==> src/pkg/aot_pkg.sv <==
/*
  Shared constants for the always-on timer and power controller:
  clock rates, derived cycle counts, register offsets, field positions,
  reset values and the power state type.
  Assumes a 10 MHz system clock and a 32-bit classic Wishbone slave.
*/
`default_nettype none

package aot_pkg;

  // ----------------------------------------------------------------
  // clocks and times
  // ----------------------------------------------------------------
  localparam int unsigned CLK_HZ           = 10_000_000;
  localparam int unsigned RC_NOM_HZ        = 10_000;
  localparam int unsigned RC_TRIM_STEP_HZ  = 1_000;
  localparam int unsigned CAL_HZ           = 1_000;
  localparam int unsigned WDOG_TIMEOUT_MS  = 2_000;
  localparam int unsigned WDOG_TIMEOUT_TICKS = WDOG_TIMEOUT_MS * (RC_NOM_HZ / 1_000);
  localparam int unsigned REG_SETTLE_NS    = 50_000;
  localparam int unsigned REG_SETTLE_CYC   = (REG_SETTLE_NS * (CLK_HZ / 1_000_000) + 999) / 1_000;
  localparam int unsigned CORE_RST_CYC     = 4;

  // ----------------------------------------------------------------
  // register byte offsets
  // ----------------------------------------------------------------
  localparam logic [7:0] ADR_RC_TRIM      = 8'h00;
  localparam logic [7:0] ADR_CAL_DIV      = 8'h04;
  localparam logic [7:0] ADR_PRESCALE     = 8'h08;
  localparam logic [7:0] ADR_SLEEP_COUNT  = 8'h0c;
  localparam logic [7:0] ADR_WAKE_TARGET  = 8'h10;
  localparam logic [7:0] ADR_POWER_CMD    = 8'h14;
  localparam logic [7:0] ADR_WDOG_RESTART = 8'h18;
  localparam logic [7:0] ADR_RESET_CAUSE  = 8'h1c;
  localparam logic [7:0] ADR_STATUS       = 8'h20;

  // ----------------------------------------------------------------
  // fields, commands and reset values
  // ----------------------------------------------------------------
  localparam int unsigned CAUSE_POR_BIT   = 0;
  localparam int unsigned CAUSE_WDOG_BIT  = 1;
  localparam int unsigned STAT_MATCH_BIT  = 0;
  localparam int unsigned STAT_WAKE_BIT   = 1;
  localparam logic [1:0]  CMD_IDLE        = 2'h1;
  localparam logic [1:0]  CMD_DEEP        = 2'h2;
  localparam logic [1:0]  CMD_PDOWN       = 2'h3;
  localparam logic [2:0]  TRIM_RST        = 3'h0;
  localparam logic [7:0]  DIV_RST         = 8'(RC_NOM_HZ / CAL_HZ);
  localparam logic [3:0]  PRESC_RST       = 4'h0;
  localparam logic [15:0] TARGET_RST      = 16'hffff;
  localparam logic [1:0]  CAUSE_RST       = 2'h1;

  typedef enum logic [2:0] {AOT_ACTIVE, AOT_IDLE, AOT_DEEP, AOT_PDOWN, AOT_WAKE} aot_state_e;

  // rc period in system clocks for a signed trim code, elaboration only
  function automatic int unsigned rc_period(input int trim);
    return CLK_HZ / (RC_NOM_HZ + trim * RC_TRIM_STEP_HZ);
  endfunction

endpackage

`default_nettype wire

==> src/pkg/aot_tmr_if.sv <==
/*
  Link between the power controller and its sleep timer.
  Assumes both ends share one clock.
*/
`default_nettype none

interface aot_tmr_if;
  logic        cal_tick;
  logic [3:0]  presc_exp;
  logic [15:0] target;
  logic [15:0] count;
  logic        match;

  modport timer (input cal_tick, presc_exp, target, output count, match);
  modport ctrl  (output cal_tick, presc_exp, target, input count, match);
endinterface

`default_nettype wire

==> src/hw/aot_power_ctrl.sv <==
/*
  Always-on timekeeping and power mode controller: rc tick model with
  coarse trim, calibration divider, sleep timer, watchdog, reset cause
  and the active / idle / deep sleep / power down sequencer.
  Assumes a 10 MHz CLK, synchronous active-high RST from power-on,
  classic Wishbone access from the local processor only, and an
  asynchronous active-low wake pin from the host.
*/
`default_nettype none

module aot_power_ctrl
#(
  parameter int unsigned WDOG_TICKS = aot_pkg::WDOG_TIMEOUT_TICKS
)
(
  input  wire logic        CLK,
  input  wire logic        RST,
  input  wire logic        WB_CYC_I,
  input  wire logic        WB_STB_I,
  input  wire logic        WB_WE_I,
  input  wire logic [7:0]  WB_ADR_I,
  input  wire logic [3:0]  WB_SEL_I,
  input  wire logic [31:0] WB_DAT_I,
  output logic      [31:0] WB_DAT_O,
  output logic             WB_ACK_O,
  input  wire logic        HOST_WAKE_REQUEST_N,
  input  wire logic        CPU_IRQ_ANY,
  input  wire logic [7:0]  CORE_OUT_D,
  output logic      [7:0]  FROZEN_OUT_Q,
  output logic             CPU_HALT,
  output logic             CORE_POWER_EN,
  output logic             RADIO_POWER_EN,
  output logic             REGULATOR_OUTPUT_PIN,
  output logic             OUTPUT_FREEZE,
  output logic             RC_CLK_TICK,
  output logic             CAL_1K_TICK,
  output logic             CORE_RESET
);

  // ----------------------------------------------------------------
  // declarations
  // ----------------------------------------------------------------
  aot_tmr_if tmr ();

  aot_pkg::aot_state_e state_r;
  aot_pkg::aot_state_e state_nxt;

  logic [10:0] rc_period_tbl [8];
  logic [10:0] rc_cnt_r;
  logic        rc_tick_r;
  logic [2:0]  trim_r;
  logic [7:0]  div_r;
  logic [7:0]  div_cnt_r;
  logic        cal_tick_r;
  logic [3:0]  presc_r;
  logic [15:0] target_r;
  logic [14:0] wd_cnt_r;
  logic        wd_fire;
  logic [2:0]  core_rst_cnt_r;
  logic        core_rst_r;
  logic [1:0]  cause_r;
  logic [1:0]  stat_r;
  logic [9:0]  settle_r;
  logic        wake_s1_r;
  logic        wake_s2_r;
  logic        wake_s3_r;
  logic        host_wake;
  logic        host_wake_edge;
  logic        sleeping;
  logic        ack_r;
  logic [31:0] dat_r;
  logic [31:0] rdata_nxt;
  logic        bus_req;
  logic        bus_wr;
  logic        cmd_wr;
  logic        wd_restart;
  logic [7:0]  div_eff;
  logic        pwr_on_r;
  logic        reg_en_r;
  logic        freeze_r;
  logic        halt_r;
  logic        freeze_nxt;

  // ----------------------------------------------------------------
  // helpers
  // ----------------------------------------------------------------
  // byte-lane merge of a write into a register image
  function automatic logic [31:0] merge32(input logic [31:0] old_v,
                                          input logic [31:0] new_v,
                                          input logic [3:0]  sel);
    logic [31:0] res;
    res = old_v;
    for (int i = 0; i < 4; i++)
      if (sel[i])
        res[i*8 +: 8] = new_v[i*8 +: 8];
    return res;
  endfunction

  // register hit on the word address
  function automatic logic hit(input logic [7:0] adr, input logic [7:0] ofs);
    return adr[7:2] == ofs[7:2];
  endfunction

  // ----------------------------------------------------------------
  // wishbone slave
  // ----------------------------------------------------------------
  assign bus_req    = WB_CYC_I && WB_STB_I && !ack_r;
  assign bus_wr     = bus_req && WB_WE_I;
  assign cmd_wr     = bus_wr && hit(WB_ADR_I, aot_pkg::ADR_POWER_CMD) && WB_SEL_I[0];
  // only the local processor sits on this bus, the host has no way in
  assign wd_restart = bus_wr && hit(WB_ADR_I, aot_pkg::ADR_WDOG_RESTART);

  // one wait state answer, ack drops the cycle after it was given
  always_ff @(posedge CLK)
  begin
    if (RST)
      ack_r <= 1'b0;
    else
      ack_r <= bus_req;
  end

  // read mux, unmapped words read zero and ignore writes
  always_comb
  begin
    rdata_nxt = 32'h0;
    if (hit(WB_ADR_I, aot_pkg::ADR_RC_TRIM))
      rdata_nxt = 32'(trim_r);
    else if (hit(WB_ADR_I, aot_pkg::ADR_CAL_DIV))
      rdata_nxt = 32'(div_r);
    else if (hit(WB_ADR_I, aot_pkg::ADR_PRESCALE))
      rdata_nxt = 32'(presc_r);
    else if (hit(WB_ADR_I, aot_pkg::ADR_SLEEP_COUNT))
      rdata_nxt = 32'(tmr.count);
    else if (hit(WB_ADR_I, aot_pkg::ADR_WAKE_TARGET))
      rdata_nxt = 32'(target_r);
    else if (hit(WB_ADR_I, aot_pkg::ADR_POWER_CMD))
      rdata_nxt = 32'(state_r);
    else if (hit(WB_ADR_I, aot_pkg::ADR_WDOG_RESTART))
      rdata_nxt = 32'(wd_cnt_r);
    else if (hit(WB_ADR_I, aot_pkg::ADR_RESET_CAUSE))
      rdata_nxt = 32'(cause_r);
    else if (hit(WB_ADR_I, aot_pkg::ADR_STATUS))
      rdata_nxt = 32'(stat_r);
  end

  always_ff @(posedge CLK)
  begin
    if (RST)
      dat_r <= 32'h0;
    else if (bus_req && !WB_WE_I)
      dat_r <= rdata_nxt;
  end

  // ----------------------------------------------------------------
  // always-on configuration registers
  // ----------------------------------------------------------------
  // kept across sleep and across watchdog resets, only RST clears them
  always_ff @(posedge CLK)
  begin
    if (RST)
    begin
      trim_r   <= aot_pkg::TRIM_RST;
      div_r    <= aot_pkg::DIV_RST;
      presc_r  <= aot_pkg::PRESC_RST;
      target_r <= aot_pkg::TARGET_RST;
    end
    else if (bus_wr)
    begin
      if (hit(WB_ADR_I, aot_pkg::ADR_RC_TRIM))
        trim_r <= 3'(merge32(32'(trim_r), WB_DAT_I, WB_SEL_I));
      if (hit(WB_ADR_I, aot_pkg::ADR_CAL_DIV))
        div_r <= 8'(merge32(32'(div_r), WB_DAT_I, WB_SEL_I));
      if (hit(WB_ADR_I, aot_pkg::ADR_PRESCALE))
        presc_r <= 4'(merge32(32'(presc_r), WB_DAT_I, WB_SEL_I));
      if (hit(WB_ADR_I, aot_pkg::ADR_WAKE_TARGET))
        target_r <= 16'(merge32(32'(target_r), WB_DAT_I, WB_SEL_I));
    end
  end

  // ----------------------------------------------------------------
  // rc oscillator model and calibration divider
  // ----------------------------------------------------------------
  // trim code is signed, each step shifts the rate by one kilohertz
  for (genvar g = 0; g < 8; g++)
  begin : g_rc_tbl
    assign rc_period_tbl[g] = 11'(aot_pkg::rc_period((g < 4) ? g : g - 8));
  end

  // free running in every state, nothing here looks at the power mode
  always_ff @(posedge CLK)
  begin
    if (RST)
    begin
      rc_cnt_r  <= 11'h0;
      rc_tick_r <= 1'b0;
    end
    else
    begin
      rc_tick_r <= (rc_cnt_r >= rc_period_tbl[trim_r] - 11'h1);
      rc_cnt_r  <= (rc_cnt_r >= rc_period_tbl[trim_r] - 11'h1) ? 11'h0 : rc_cnt_r + 11'h1;
    end
  end

  // zero would mean no division at all, treat it as one
  assign div_eff = (div_r == 8'h0) ? 8'h1 : div_r;

  always_ff @(posedge CLK)
  begin
    if (RST)
    begin
      div_cnt_r  <= 8'h0;
      cal_tick_r <= 1'b0;
    end
    else
    begin
      cal_tick_r <= rc_tick_r && (div_cnt_r >= div_eff - 8'h1);
      if (rc_tick_r)
        div_cnt_r <= (div_cnt_r >= div_eff - 8'h1) ? 8'h0 : div_cnt_r + 8'h1;
    end
  end

  assign RC_CLK_TICK = rc_tick_r;
  assign CAL_1K_TICK = cal_tick_r;

  // ----------------------------------------------------------------
  // sleep timer
  // ----------------------------------------------------------------
  assign tmr.cal_tick  = cal_tick_r;
  assign tmr.presc_exp = presc_r;
  assign tmr.target    = target_r;

  aot_sleep_timer u_sleep_timer
  (
    .clk (CLK),
    .rst (RST),
    .tmr (tmr.timer)
  );

  // ----------------------------------------------------------------
  // watchdog and core reset
  // ----------------------------------------------------------------
  // held still in deep sleep and power down, a restart write still clears it then
  assign wd_fire = rc_tick_r && !sleeping && (wd_cnt_r >= 15'(WDOG_TICKS - 1));

  always_ff @(posedge CLK)
  begin
    if (RST || wd_restart || wd_fire)
      wd_cnt_r <= 15'h0;
    else if (rc_tick_r && !sleeping)
      wd_cnt_r <= wd_cnt_r + 15'h1;
  end

  // internal core reset only, it has no path to any host-facing pin
  always_ff @(posedge CLK)
  begin
    if (RST || wd_fire)
      core_rst_cnt_r <= 3'(aot_pkg::CORE_RST_CYC);
    else if (core_rst_cnt_r != 3'h0)
      core_rst_cnt_r <= core_rst_cnt_r - 3'h1;
  end

  always_ff @(posedge CLK)
  begin
    if (RST)
      core_rst_r <= 1'b1;
    else
      core_rst_r <= wd_fire || (core_rst_cnt_r > 3'h1);
  end

  assign CORE_RESET = core_rst_r;

  // last cause wins, write one clears, a new cause beats the clear
  always_ff @(posedge CLK)
  begin
    if (RST)
      cause_r <= aot_pkg::CAUSE_RST;
    else if (wd_fire)
      cause_r <= 2'(1 << aot_pkg::CAUSE_WDOG_BIT);
    else if (bus_wr && hit(WB_ADR_I, aot_pkg::ADR_RESET_CAUSE) && WB_SEL_I[0])
      cause_r <= cause_r & ~WB_DAT_I[1:0];
  end

  // ----------------------------------------------------------------
  // host wake input
  // ----------------------------------------------------------------
  // asynchronous pin, two flops before use
  always_ff @(posedge CLK)
  begin
    if (RST)
    begin
      wake_s1_r <= 1'b1;
      wake_s2_r <= 1'b1;
      wake_s3_r <= 1'b1;
    end
    else
    begin
      wake_s1_r <= HOST_WAKE_REQUEST_N;
      wake_s2_r <= wake_s1_r;
      wake_s3_r <= wake_s2_r;
    end
  end

  assign host_wake      = !wake_s2_r;
  assign host_wake_edge = wake_s3_r && !wake_s2_r;

  // sticky events, a set in the clearing cycle survives
  always_ff @(posedge CLK)
  begin
    if (RST)
      stat_r <= 2'h0;
    else
    begin
      stat_r[aot_pkg::STAT_MATCH_BIT] <= tmr.match || (stat_r[aot_pkg::STAT_MATCH_BIT] &&
        !(bus_wr && hit(WB_ADR_I, aot_pkg::ADR_STATUS) && WB_SEL_I[0] && WB_DAT_I[aot_pkg::STAT_MATCH_BIT]));
      stat_r[aot_pkg::STAT_WAKE_BIT] <= host_wake_edge || (stat_r[aot_pkg::STAT_WAKE_BIT] &&
        !(bus_wr && hit(WB_ADR_I, aot_pkg::ADR_STATUS) && WB_SEL_I[0] && WB_DAT_I[aot_pkg::STAT_WAKE_BIT]));
    end
  end

  // ----------------------------------------------------------------
  // power state sequencer
  // ----------------------------------------------------------------
  assign sleeping = (state_r == aot_pkg::AOT_DEEP) || (state_r == aot_pkg::AOT_PDOWN);

  always_comb
  begin
    state_nxt = state_r;
    case (state_r)
      aot_pkg::AOT_ACTIVE:
        if (cmd_wr)
          case (WB_DAT_I[1:0])
            aot_pkg::CMD_IDLE:  state_nxt = aot_pkg::AOT_IDLE;
            aot_pkg::CMD_DEEP:  state_nxt = aot_pkg::AOT_DEEP;
            aot_pkg::CMD_PDOWN: state_nxt = aot_pkg::AOT_PDOWN;
            default:            state_nxt = aot_pkg::AOT_ACTIVE;
          endcase
      aot_pkg::AOT_IDLE:
        if (CPU_IRQ_ANY || host_wake)
          state_nxt = aot_pkg::AOT_ACTIVE;
      aot_pkg::AOT_DEEP:
        if (tmr.match || host_wake)
          state_nxt = aot_pkg::AOT_WAKE;
      aot_pkg::AOT_PDOWN:
        if (host_wake)
          state_nxt = aot_pkg::AOT_WAKE;
      aot_pkg::AOT_WAKE:
        if (settle_r >= 10'(aot_pkg::REG_SETTLE_CYC - 1))
          state_nxt = aot_pkg::AOT_ACTIVE;
      default:
        state_nxt = aot_pkg::AOT_ACTIVE;
    endcase
    // chip reset overrides, so the power outputs follow the state at once
    if (wd_fire)
      state_nxt = aot_pkg::AOT_ACTIVE;
  end

  // a watchdog expiry is a chip reset, it lands the core back in active
  always_ff @(posedge CLK)
  begin
    if (RST || wd_fire)
      state_r <= aot_pkg::AOT_ACTIVE;
    else
      state_r <= state_nxt;
  end

  // regulator settling time before the core is powered again
  always_ff @(posedge CLK)
  begin
    if (RST || state_r != aot_pkg::AOT_WAKE)
      settle_r <= 10'h0;
    else
      settle_r <= settle_r + 10'h1;
  end

  // ----------------------------------------------------------------
  // power controls and frozen outputs
  // ----------------------------------------------------------------
  assign freeze_nxt = (state_nxt == aot_pkg::AOT_DEEP) || (state_nxt == aot_pkg::AOT_PDOWN) ||
                      (state_nxt == aot_pkg::AOT_WAKE);

  // idle keeps every domain, radio included, powered and clocked
  always_ff @(posedge CLK)
  begin
    if (RST)
    begin
      pwr_on_r <= 1'b1;
      reg_en_r <= 1'b1;
      freeze_r <= 1'b0;
      halt_r   <= 1'b0;
    end
    else
    begin
      pwr_on_r <= !freeze_nxt;
      reg_en_r <= (state_nxt != aot_pkg::AOT_DEEP) && (state_nxt != aot_pkg::AOT_PDOWN);
      freeze_r <= freeze_nxt;
      halt_r   <= state_nxt != aot_pkg::AOT_ACTIVE;
    end
  end

  // captured up to the cycle before entry, then held until active again
  always_ff @(posedge CLK)
  begin
    if (RST)
      FROZEN_OUT_Q <= 8'h00;
    else if (!freeze_nxt)
      FROZEN_OUT_Q <= CORE_OUT_D;
  end

  assign CORE_POWER_EN        = pwr_on_r;
  assign RADIO_POWER_EN       = pwr_on_r;
  assign REGULATOR_OUTPUT_PIN = reg_en_r;
  assign OUTPUT_FREEZE        = freeze_r;
  assign CPU_HALT             = halt_r;
  assign WB_ACK_O             = ack_r;
  assign WB_DAT_O             = dat_r;

endmodule

`default_nettype wire

==> src/hw/aot_sleep_timer.sv <==
/*
  Sleep timer: power-of-two prescaler on the calibrated tick and a
  free-running 16-bit millisecond counter with a compare match.
  Assumes cal_tick is a one-cycle pulse on the same clock.
*/
`default_nettype none

module aot_sleep_timer
(
  input  wire logic clk,
  input  wire logic rst,
  aot_tmr_if.timer  tmr
);

  logic [15:0] pre_r;
  logic [15:0] cnt_r;
  logic        match_r;
  logic [15:0] pre_last;
  logic        ms_tick;
  logic [15:0] cnt_nxt;

  // ----------------------------------------------------------------
  // prescaler
  // ----------------------------------------------------------------
  // >= so a smaller exponent written mid-count cannot stall a full wrap
  assign pre_last = 16'((17'h1 << tmr.presc_exp) - 17'h1);
  assign ms_tick  = tmr.cal_tick && (pre_r >= pre_last);
  assign cnt_nxt  = cnt_r + 16'h1;

  always_ff @(posedge clk)
  begin
    if (rst)
      pre_r <= 16'h0;
    else if (tmr.cal_tick)
      pre_r <= ms_tick ? 16'h0 : pre_r + 16'h1;
  end

  // ----------------------------------------------------------------
  // counter and match
  // ----------------------------------------------------------------
  // wraps silently at the top, software tracks the wraps
  always_ff @(posedge clk)
  begin
    if (rst)
      cnt_r <= 16'h0;
    else if (ms_tick)
      cnt_r <= cnt_nxt;
  end

  // one-cycle pulse as the counter steps onto the target
  always_ff @(posedge clk)
  begin
    if (rst)
      match_r <= 1'b0;
    else
      match_r <= ms_tick && (cnt_nxt == tmr.target);
  end

  assign tmr.count = cnt_r;
  assign tmr.match = match_r;

endmodule

`default_nettype wire

==> config.mk <==
export PLATFORM = sky130hd
export DESIGN_NAME = aot_power_ctrl
export DESIGN_NICKNAME = d
export VERILOG_FILES = /design/src/pkg/aot_pkg.sv /design/src/pkg/aot_tmr_if.sv /design/src/hw/aot_power_ctrl.sv /design/src/hw/aot_sleep_timer.sv
export SDC_FILE = /design/constraint.sdc
export NUM_CORES = 1
export LEC_CHECK = 0
export ABC_AREA = 1
export BUFFER_PORTS_ARGS = -buffer_cell sky130_fd_sc_hd__buf_2
export CORE_ASPECT_RATIO = 0.5
export CORE_MARGIN = 3
export CORE_UTILIZATION = 40
export CTS_BUF_LIST = sky130_fd_sc_hd__clkbuf_4
export CTS_CLUSTER_SIZE = 14
export DETAILED_ROUTE_END_ITERATION = 16
export PLACE_DENSITY = 0.64
export SYNTH_ARGS = -nofsm -noshare
export SYNTH_HDL_FRONTEND = slang
export SYNTH_SLANG_ARGS = --single-unit
==> constraint.sdc <==
create_clock -name CLK -period 4.2 [get_ports CLK]
set_clock_uncertainty 0.2 [all_clocks]
set_input_delay 0.84 -clock CLK [delete_from_list [all_inputs] [get_ports CLK]]
set_output_delay 0.84 -clock CLK [all_outputs]
set_load 0.005 [all_outputs]
==> flow_metrics.env, run 1 <==
export IMPL_status="complete, no violations"
export IMPL_worstPathRequired_ns=4.54
export IMPL_critPathMostFrequentCell="nand3_1"
export IMPL_syn_inst=1162
export IMPL_cts_setup_buffers=0
export IMPL_max_cap_viol_count=0
export IMPL_cts_resized=0
export IMPL_dpl_hpwl_mm=15.6
export IMPL_grt_pass1_vias=7076
export IMPL_crit_buf_inv=4
export IMPL_crit_path_end_kind="register"
export IMPL_clk_path_buf_depth=2
export IMPL_cp_arrival_ns=4.03
export IMPL_grt_usage_pct=18.4
export IMPL_ys_seq_elements=153
export IMPL_critPathKind="register to register"
export IMPL_final_nets=1335
export IMPL_ys_warn_count=0
export IMPL_crit_fanout=14
export IMPL_p_clk_share_pct=33.5
export IMPL_finalHoldViolations=0
export IMPL_grt_overflow_total=0
export IMPL_tightest_slew_ns=0.889
export IMPL_grt_pass1_wl_mm=34.2
export IMPL_synth_top_area_share_pct=36.5
export IMPL_power_frac_comb_pct=6.7
export IMPL_min_period_ns=3.69
export IMPL_n_fill_cell=2058
export IMPL_finalPower_mw=2.50
export IMPL_routed_wl_mm=20.5
export IMPL_layout_common_cells="252 x nand2_1, 153 x dfxtp_1, 129 x nor2_1, 128 x inv_1, 98 x a21oi_1"
export IMPL_power_density_mw_per_mm2=272
export IMPL_timing_fmax_ghz=0.271
export IMPL_synthToLayoutAreaGrowth_pct=9.36
export IMPL_cts_reportedPaths_clkPinSlew_ns=0.14
export IMPL_boundaryPins=108
export IMPL_clock_sinks=153
export IMPL_synth_area_sq_mm=0.00838
export IMPL_swShare_pct=28.6
export IMPL_dr_pass1_iters=5
export IMPL_hold_path_class="input port to register"
export IMPL_initial_utilization_pct=41.9
export IMPL_drv_slew=0
export IMPL_p_leak_nw=3.95
export IMPL_ys_seq_area_share_pct=36.5
export IMPL_synth_top_cells_by_area="dfxtp_1 37%, nand2_1 11%, ha_1 7.0%, a21oi_1 5.9%, inv_1 5.8%"
export IMPL_cts_buffers=17
export IMPL_htreeDepth=4
export IMPL_p_seq_share_pct=59.8
export IMPL_insertion_delay_ns=0.60
export IMPL_finalWeightedCongestion=0.890
export IMPL_yosysTopAreaCell="dfxtp_1"
export IMPL_startpoint_type="register"
export IMPL_period_share_pct=87.9
export IMPL_switchingPower_mw=0.714
export IMPL_synth_async_reset_ratio_pct=0
export IMPL_critPathMaxStageDelay_ns=0.57
export IMPL_slew_limit_headroom_pct=40.5
export IMPL_cts_tree="done"
export IMPL_syn_avg_cell_area_sq_um=7.21
export IMPL_root_buffer="clkbuf_4"
export IMPL_die_area_sq_mm=0.0228
export IMPL_core_area_sq_mm=0.0200
export IMPL_synth_edf_count=0
export IMPL_port_buffers=71
export IMPL_vias=7651
export IMPL_post_drt_wl_per_cell_microns=13.6
export IMPL_crit_slowest_cell="dfxtp_1"
export IMPL_antenna_found_initial=1
export IMPL_finalSetupViolCount=0
export IMPL_viasPerCell=5.07
export IMPL_crit_family="simple AND/OR/NAND/NOR gates"
export IMPL_synth_ff_type="dfxtp_1"
export IMPL_drive_above_1_share_pct=11.9
export IMPL_die_h_microns=108
export IMPL_fin_tns_setup_ns=0
export IMPL_internal_power_mw=1.78
export IMPL_layout_cells_most_common="nand2_1"
export IMPL_drt_iter0_drc=496
export IMPL_grt_setup_unrepaired="no"
export IMPL_cts_hold_buf=0
export IMPL_vdd_ir_drop_max_mv=0.134
export IMPL_drc_errors=0
export IMPL_grt_max_degree=42
export IMPL_path_cells="nor2_1 -> nand2_1 -> ha_1 -> inv_1 -> a21oi_1 -> or2_2 -> nand3_1 -> ha_1 -> nand2_1 -> inv_1 -> nand3_1 -> nor3_1 -> nand3_1 -> nand3_1 -> nand2_2 -> inv_1 -> buf_4 -> o21ai_0 -> a21oi_1"
export IMPL_die_width_microns=211
export IMPL_synth_distinct_cells=50
export IMPL_final_antenna_net_count=0
export IMPL_rows=36
Yosys cell counts (all sizes together) (2+ instances only):
library cell  number
conb               2
a21oi             98
a221oi             4
nand2            260
ha                47
nand4             13
nor2             140
o22ai              7
o31ai              3
o2111ai            3
or2                5
xnor2              7
xor2              39
clkbuf            16
buf               27
xnor3              2
nand3             74
inv              134
nor3              19
o21ai             57
o221ai             3
nor4               5
a41oi              2
o211ai            27
dfxtp            153
a211oi             4
path summary, 6_finish.rpt:
check,from,endpoint,slack [ns],depth (start not counted)
setup / recovery,presc_r[3],u_sleep_timer.tmr.count[13],0.51,19
hold reg to reg,wake_s1_r,wake_s2_r,0.24,1
setup reg to reg,presc_r[3],u_sleep_timer.tmr.count[13],0.51,19
hold / removal,HOST_WAKE_REQUEST_N,wake_s1_r,0.22,2
power groups by stage:
| stage | sequential, mW | combinational (mW) | clock [mW] |
|---|---|---|---|
| global route | 1.50 | 0.194 | 0.929 |
| CTS | 1.49 | 0.170 | 0.861 |
| floorplan | 1.52 | 0.120 | 0 |
| finish | 1.49 | 0.168 | 0.835 |
| detailed placement | 1.52 | 0.169 | 0 |
| global placement | 1.52 | 0.162 | 0 |
per-layer routing:
metal	GRT usage (%)	wire length, microns
met5	0	0
met3	3.42	717
met4	6.21	407
met2	30.7	9390
met1	24.3	9990
final cells by class:
class                           instances  area, sq um  area share [%]
Timing Repair Buffer                   76          393            4.29
Multi-Input combinational cell        846         4620            50.4
Sequential cell                       153         3060            33.4
Antenna cell                            2         5.00          0.0546
Clock inverter                         15          115            1.26
Clock buffer                           17          128            1.39
Tap cell                              266          333            3.63
Inverter                              135          509            5.55
flip-flops by register name (all words and copies together), names as in the netlist, 3 cells and up:
signal and cells:
rc_cnt_r 11, div_r 8, wd_cnt_r 15, target_r 16, FROZEN_OUT_Q 8, trim_r 3
settle_r 10, u_sleep_timer.tmr.count 16, WB_DAT_O 16, state_r 3, presc_r 4, u_sleep_timer.pre_r 16
core_rst_cnt_r 3, div_cnt_r 8
cells by family (layout without fill, tap and decap cells):
family	count (synthesis)	after routing	synth area share, %
AND/OR/NAND/NOR	520	520	27.1
AO/OA/AOI/OAI	213	213	14.6
buffers and inverters	178	243	9.00
flip-flops	153	153	36.5
XOR/XNOR	49	49	5.63
adder cells (fa/ha/maj)	47	47	7.01
other	2	19	0.0896
through the flow:
step	area (sq um)	util (%)	setup slack, ns	instances	hold slack (ns)
6_report	9170	45.8	0.509	1510	0.218
4_1_cts	9160	45.8	0.521	1508	0.182
3_5_place_dp	8920	44.6	0.584	1476	0.203
2_1_floorplan	8440	-	1.20	1177	0.189
3_3_place_gp	8920	44.6	0.647	1476	0.206
5_1_grt	9170	45.8	0.0157	1510	0.178
Note: power is estimated with default switching activity, not from simulation.
==> inputs of run 2 (changes only) <==
PLACE_DENSITY = 0.63   (was 0.64)
SYNTH_HIERARCHICAL = 1   (was not set)
==> run 2 against run 1 <==
Net effect:
- cell area rose by 5.9%
- first-iteration DRC count is 15% higher
- wire length is 8.8% higher
- fmax increased by 5.5%
- combinational power grew 9.5%
- register-to-register slack improved by 0.19 ns
- flip-flop and latch count unchanged
- hold slack better by 0.0071 ns
- critical path type unchanged
==> flow_metrics.env, run 2 <==
export IMPL_critPathMostFrequentCell="nand2_1"
export IMPL_final_antenna_net_count=0
export IMPL_clock_sinks=153
export IMPL_tightest_slew_ns=0.748
export IMPL_synth_distinct_cells=55
export IMPL_layout_cells_most_common="nand2_1"
export IMPL_htreeDepth=4
export IMPL_hold_slack_ns=0.225
export IMPL_path_cells="inv_1 -> nand4_1 -> ha_1 -> nand2_1 -> nor2_1 -> o21ai_0 -> xor2_1 -> ha_1 -> nand2_1 -> nor3_1 -> nand2_1 -> nand2_1 -> nand2_2 -> inv_2 -> nand2_1 -> nand2_1 -> nor2_1"
export IMPL_worstPathRequired_ns=4.52
export IMPL_top_usage_layer="met2"
export IMPL_cts_tree="done"
export IMPL_finalWeightedCongestion=0.861
export IMPL_max_cap_viol_count=0
export IMPL_reg2reg_depth=17
export IMPL_power_density_mw_per_mm2=271
export IMPL_r2r_slack_ns=0.70
export IMPL_layout_common_cells="290 x nand2_1, 166 x nor2_1, 153 x dfxtp_1, 127 x inv_1, 88 x nand3_1"
export IMPL_hold_path_class="input port to register"
export IMPL_final_nets=1437
export IMPL_ys_warn_count=6
export IMPL_placed_cell_area_sq_mm=0.00942
export IMPL_rows=37
export IMPL_synth_common_cells="290 x nand2_1, 166 x nor2_1, 153 x dfxtp_1"
export IMPL_p_leak_nw=4.25
export IMPL_synth_top_cells_by_area="dfxtp_1 35%, nand2_1 12%, nor2_1 7.1%, ha_1 6.7%, inv_1 5.4%"
export IMPL_vias=8152
export IMPL_root_buffer="clkbuf_4"
export IMPL_die_width_microns=216
export IMPL_boundaryPins=108
export IMPL_syn_avg_cell_area_sq_um=7.01
export IMPL_crit_slowest_cell="dfxtp_1"
export IMPL_cts_resized=0
export IMPL_critPathMaxStageDelay_ns=0.62
export IMPL_die_h_microns=111
export IMPL_port_buffers=71
export IMPL_synth_async_reset_ratio_pct=0
export IMPL_finalHoldViolations=0
export IMPL_grt_usage_pct=18.8
export IMPL_crit_path_end_kind="register"
export IMPL_cp_endpoint="u_sleep_timer/tmr.count[2]"
export IMPL_grt_overflow_total=0
export IMPL_timing_fmax_ghz=0.286
export IMPL_grt_pass1_vias=7821
export IMPL_vdd_ir_drop_max_mv=0.114
export IMPL_grt_max_degree=35
export IMPL_min_period_ns=3.50
export IMPL_syn_inst=1258
export IMPL_crit_family="simple AND/OR/NAND/NOR gates"
export IMPL_ys_seq_area_share_pct=34.7
export IMPL_status="complete, no violations"
export IMPL_synth_top_area_share_pct=34.7
export IMPL_viasPerCell=4.98
export IMPL_slew_limit_headroom_pct=49.8
export IMPL_r2r_start="presc_r[1]"
export IMPL_r2r_end="u_sleep_timer/tmr.count[2]"
export IMPL_crit_cells=17
export IMPL_pre_cts_ws_ns=0.780
export IMPL_period_share_pct=83.3
export IMPL_drt_iter0_drc=570
export IMPL_yosysTopAreaCell="dfxtp_1"
export IMPL_synth_area_sq_mm=0.00882
export IMPL_drv_slew=0
export IMPL_critPathKind="register to register"
export IMPL_synth_edf_count=0
export IMPL_die_area_sq_mm=0.0240
export IMPL_crit_fanout=19
export IMPL_drc_errors=0
export IMPL_met3_usage_pct=4.13
export IMPL_grtUsageMet2_pct=31.7
export IMPL_cts_buffers=17
export IMPL_cts_reportedPaths_clkPinSlew_ns=0.14
export IMPL_cts_setup_buffers=0
export IMPL_startpoint_type="register"
export IMPL_dr_pass1_iters=8
export IMPL_insertion_delay_ns=0.62
export IMPL_initial_utilization_pct=41.8
export IMPL_routed_wl_mm=22.3
export IMPL_cts_hold_buf=0
export IMPL_fin_tns_setup_ns=0
export IMPL_clk_path_buf_depth=2
export IMPL_antenna_found_initial=2
export IMPL_worst_slack_ns=0.701
export IMPL_grt_pass1_wl_mm=37.0
export IMPL_yosys_cell_count_top_type="nand2_1"
export IMPL_synth_ff_type="dfxtp_1"
export IMPL_crit_start="presc_r[1]"
export IMPL_crit_buf_inv=2
export IMPL_grt_setup_unrepaired="no"
export IMPL_dpl_hpwl_mm=17.0
export IMPL_drive_above_1_share_pct=14.5
export IMPL_grtUsageMet1_pct=24.1
export IMPL_post_drt_wl_per_cell_microns=13.6
export IMPL_finalSetupViolCount=0
export IMPL_fin_area_sq_mm=0.00971
export IMPL_cp_arrival_ns=3.82
export IMPL_ys_seq_elements=153
export IMPL_synthToLayoutAreaGrowth_pct=10.0
export IMPL_core_area_sq_mm=0.0211
[run 2: cell types whose count changed in the layout (fill, tap and decap cells not counted), moves of 8 or more]
cell      before  now
xor2_1        39   31
nand4_1       12   21
nor2_1       129  166
o211ai_1      27   18
inv_2          5   16
nand3_1       71   88
nand2_1      252  290
nor2_2         7   15
a21oi_1       98   74
o21ai_0       57   44
[run 2: cell families (layout without fill, tap and decap cells)]
family	count (synthesis)	in the layout	share of synthesized area [%]
adders and majority gates	47	47	6.66
DFF	153	153	34.7
xor gates and xnor gates	43	43	4.27
buffers and inverters	191	262	9.26
and+or+nand+nor	658	658	34.3
AOI/OAI and AO/OA	164	164	10.7
other	2	19	0.0851
[run 2: worst min-delay path by stage]
stage | startpoint | end | slack (ns) | cells after the start
after floorplan | wake_s1_r | wake_s2_r | 0.19 | 1
after global placement | wake_s1_r | wake_s2_r | 0.19 | 1
after detailed placement | wake_s1_r | wake_s2_r | 0.20 | 1
after CTS | HOST_WAKE_REQUEST_N | wake_s1_r | 0.18 | 2
after global routing | CORE_OUT_D[7] | FROZEN_OUT_Q[7] | 0.18 | 3
final | HOST_WAKE_REQUEST_N | wake_s1_r | 0.22 | 2
[run 2: power by group]
group | total [mW] | internal, mW | switching [mW]
clock network | 0.955 | 0.374 | 0.581
registers | 1.49 | 1.48 | 0.0142
logic | 0.184 | 0.0680 | 0.116
[run 2: worst register-to-register path, delay by kind of cell (launching register included)]
family                     cells  cell delay [ns]
AOI/OAI and AO/OA              1             0.16
xor gates and xnor gates       1             0.17
adders and majority gates      2             0.52
buffers and inverters          2             0.52
DFF                            1             0.62
and+or+nand+nor               11             1.23
[run 2: final cells by class]
type,count,area (sq um)
Antenna cell,2,5.00
Clock buffer,19,143
Clock inverter,13,143
Fill cell,2169,11400
Inverter,150,568
Multi-Input combinational cell,929,5000
Sequential cell,153,3060
Tap cell,292,365
Timing Repair Buffer,80,423
[run 2: per-stage QoR]
step	total power, mW	utilization, %	cells
6_report	2.63	46.0	1638
5_1_grt	2.76	46.0	1638
4_1_cts	2.66	46.0	1636
3_5_place_dp	1.71	44.6	1604
3_3_place_gp	1.70	44.6	1604
2_1_floorplan	1.65	-	1273
[run 2: per-layer routing]
metal,share of wire (%),wire length [microns]
met1,48,10800
met2,46,10200
met3,4.2,936
met4,1.6,357
met5,0,0
==> inputs of run 3 (changes only) <==
ABC_AREA = 0   (was 1)
PLACE_DENSITY = 0.64   (was 0.63)
clock period = 3.3 ns   (was 4.2 ns; I/O delays follow)
==> run 3 against run 2 <==
Net effect:
- the flow now finishes with violations (setup timing)
- fmax is 9.7% lower
- clock power is 17% higher
- total power is 25% higher
- utilization is 0.18 points higher
- cell count is 17% lower
- first-iteration DRC count is 2.3% lower
- wire length is 4.6% lower
- non-clock buffer count is 25 higher
- cell area is 1.4% lower
- register-to-register slack worse by 1.3 ns
- combinational power is 45% higher
- global-route usage is 0.32 points lower
- critical endpoint is now u_sleep_timer/tmr.count[12]
==> flow_metrics.env, run 3 <==
export IMPL_finalSetupViolCount=33
export IMPL_max_cap_viol_count=0
export IMPL_synth_ff_type="dfxtp_1"
export IMPL_dpl_hpwl_mm=15.8
export IMPL_ys_warn_count=6
export IMPL_critPathMaxStageDelay_ns=0.53
export IMPL_synth_distinct_cells=78
export IMPL_p_leak_nw=3.79
export IMPL_yosysTopAreaCell="dfxtp_1"
export IMPL_die_h_microns=109
export IMPL_synth_top_area_share_pct=36.0
export IMPL_final_antenna_net_count=0
export IMPL_viasPerCell=5.44
export IMPL_power_density_mw_per_mm2=344
export IMPL_cp_arrival_ns=4.19
export IMPL_crit_slowest_cell="or4b_4"
export IMPL_routed_wl_mm=21.3
export IMPL_clock_sinks=153
export IMPL_die_width_microns=212
export IMPL_cts_hold_buf=0
export IMPL_synth_edf_count=0
export IMPL_htreeDepth=4
export IMPL_finalHoldViolations=0
export IMPL_multi_input_area_sq_mm=0.00517
export IMPL_final_nets=1176
export IMPL_crit_path_end_kind="register"
export IMPL_crit_fanout=8
export IMPL_grt_setup_unrepaired="yes"
export IMPL_min_period_ns=3.88
export IMPL_drv_slew=0
export IMPL_status="complete, but fails checks"
export IMPL_antenna_found_initial=1
export IMPL_period_share_pct=117
export IMPL_root_buffer="clkbuf_4"
export IMPL_yosys_cell_count_top_type="dfxtp_1"
export IMPL_worstPathRequired_ns=3.62
export IMPL_r2r_slack_ns=-0.58
export IMPL_grt_overflow_total=0
export IMPL_syn_inst=997
export IMPL_critPathMostFrequentCell="or2_4"
export IMPL_grt_pass1_vias=6864
export IMPL_violations="setup timing"
export IMPL_layout_common_cells="151 x dfxtp_1, 105 x nand2_1, 96 x nor2_1, 71 x buf_2"
export IMPL_worst_slack_ns=-0.576
export IMPL_cts_reportedPaths_clkPinSlew_ns=0.16
export IMPL_tightest_slew_ns=0.687
export IMPL_ys_seq_area_share_pct=36.0
export IMPL_register_area_sq_mm=0.00307
export IMPL_drc_errors=0
export IMPL_finalPower_mw=3.29
export IMPL_slew_limit_headroom_pct=54.1
export IMPL_n_fill_cell=2028
export IMPL_port_buffers=71
export IMPL_crit_buf_inv=1
export IMPL_insertion_delay_ns=0.60
export IMPL_synthToLayoutAreaGrowth_pct=12.4
export IMPL_startpoint_type="register"
export IMPL_dr_pass1_iters=9
export IMPL_layout_cells_most_common="dfxtp_1"
export IMPL_finalWeightedCongestion=0.890
export IMPL_clk_path_buf_depth=2
export IMPL_vdd_ir_drop_max_mv=0.212
export IMPL_crit_family="simple AND/OR/NAND/NOR gates"
export IMPL_drive_above_1_share_pct=17.2
export IMPL_grt_max_degree=59
export IMPL_synth_common_cells="153 x dfxtp_1, 105 x nand2_1, 97 x nor2_1"
export IMPL_hold_path_class="input port to register"
export IMPL_timing_fmax_ghz=0.258
export IMPL_rows=37
export IMPL_initial_utilization_pct=41.1
export IMPL_cts_buffers=17
export IMPL_path_cells="or2_4 -> or3_4 -> ha_4 -> or2_4 -> o22a_1 -> nor2_1 -> a41oi_1 -> ha_1 -> nand4_1 -> nor3_2 -> or4b_4 -> a31oi_4 -> buf_6 -> a311oi_1 -> a41o_1"
export IMPL_cts_tree="done"
export IMPL_boundaryPins=108
export IMPL_fin_tns_setup_ns=-16.95
export IMPL_vias=7383
export IMPL_synth_async_reset_ratio_pct=0
export IMPL_syn_avg_cell_area_sq_um=8.54
export IMPL_grt_pass1_wl_mm=34.5
export IMPL_drt_iter0_drc=557
export IMPL_critPathKind="register to register"
export IMPL_synth_area_sq_mm=0.00852
export IMPL_synth_top_cells_by_area="dfxtp_1 36%, ha_1 6.9%, xnor2_1 4.7%, nand2_1 4.6%, xor2_1 4.6%"
export IMPL_die_area_sq_mm=0.0232
export IMPL_grt_usage_pct=18.5
export IMPL_ys_seq_elements=153
export IMPL_post_drt_wl_per_cell_microns=15.7
export IMPL_core_area_sq_mm=0.0207
[run 3: cell types whose count changed in the layout (fill, tap and decap cells not counted), sizes merged, moves of 17 or more]
cell	previous run	this run
o211ai	18	1
and3	2	23
xnor2	12	46
buf	80	105
inv	149	29
mux2i	0	25
nand2	307	105
o21ai	49	27
nand3	92	61
nor2	190	99
[run 3: where the power goes]
| group | internal, mW | total [mW] | leakage (nW) | switching, mW |
|---|---|---|---|---|
| clock | 0.394 | 1.12 | 0.137 | 0.727 |
| combinational | 0.110 | 0.266 | 2.41 | 0.157 |
| sequential | 1.88 | 1.91 | 1.24 | 0.0259 |
| total | 2.38 | 3.29 | 3.79 | 0.909 |
[run 3: cells by family after synthesis]
group	synth area share, %
xor+xnor	9.36
mux	4.44
compound gates	15.0
simple gates	22.8
flops	36.0
buf+inv	5.48
other cells	0.0882
fa+ha+maj	6.90
[run 3: worst register-to-register path, cell delays in order, from the launching register on]
cell and delay, ns:
dfxtp_4 0.36, or2_4 0.22, or3_4 0.40, ha_4 0.17, or2_4 0.23, o22a_1 0.20, nor2_1 0.09, a41oi_1 0.07
ha_1 0.32, nand4_1 0.13, nor3_2 0.16, or4b_4 0.53, a31oi_4 0.23, buf_6 0.17, a311oi_1 0.09, a41o_1 0.22
[run 3: timing repair]
item | CTS | global route
gates cloned | 0 | 0
setup endpoints to repair | 33 | 41
resized for setup | 12 | 4
buffers inserted | 1 | 1
pin swaps | 5 | 5
[run 3: final cells by class]
cell class                      count  share of cell area (%)
Multi-Input combinational cell    767                    53.9
Sequential cell                   153                    32.0
Timing Repair Buffer              105                    6.66
Tap cell                          273                    3.57
Clock buffer                       19                    1.49
Clock inverter                     13                    1.25
Inverter                           26                    1.02
Antenna cell                        1                  0.0261
[run 3: worst paths after layout]
path / start / endpoint / depth (start not counted)
hold reg to reg: wake_s1_r / wake_s2_r / 1
setup / recovery: presc_r[0] / u_sleep_timer/tmr.count[12] / 15
hold / removal: WB_DAT_I[15] / target_r[15] / 3
setup reg to reg: presc_r[0] / u_sleep_timer/tmr.count[12] / 15
[run 3: layer usage]
metal / vias up / wire, microns / GRT usage [%]
met5: - / 0 / 0
met4: 0 / 319 / 5.60
met3: 23 / 1190 / 4.34
met2: 184 / 9720 / 30.2
met1: 3529 / 10000 / 24.6
li1: 3647 / - / -
[run 3: stage by stage]
| stage | std cells | instance area (sq um) | worst slack, ns | utilization [%] | hold slack [ns] |
|---|---|---|---|---|---|
| final | 1357 | 9580 | -0.576 | 46.2 | 0.0646 |
| after global placement | 1322 | 9210 | -0.491 | 44.4 | 0.197 |
| after detailed placement | 1322 | 9210 | -0.622 | 44.4 | 0.197 |
| after global routing | 1357 | 9580 | -0.710 | 46.2 | 0.0232 |
| after floorplan | 1012 | 8630 | -0.458 | - | 0.189 |
| after CTS | 1355 | 9550 | -0.546 | 46.0 | 0.0326 |
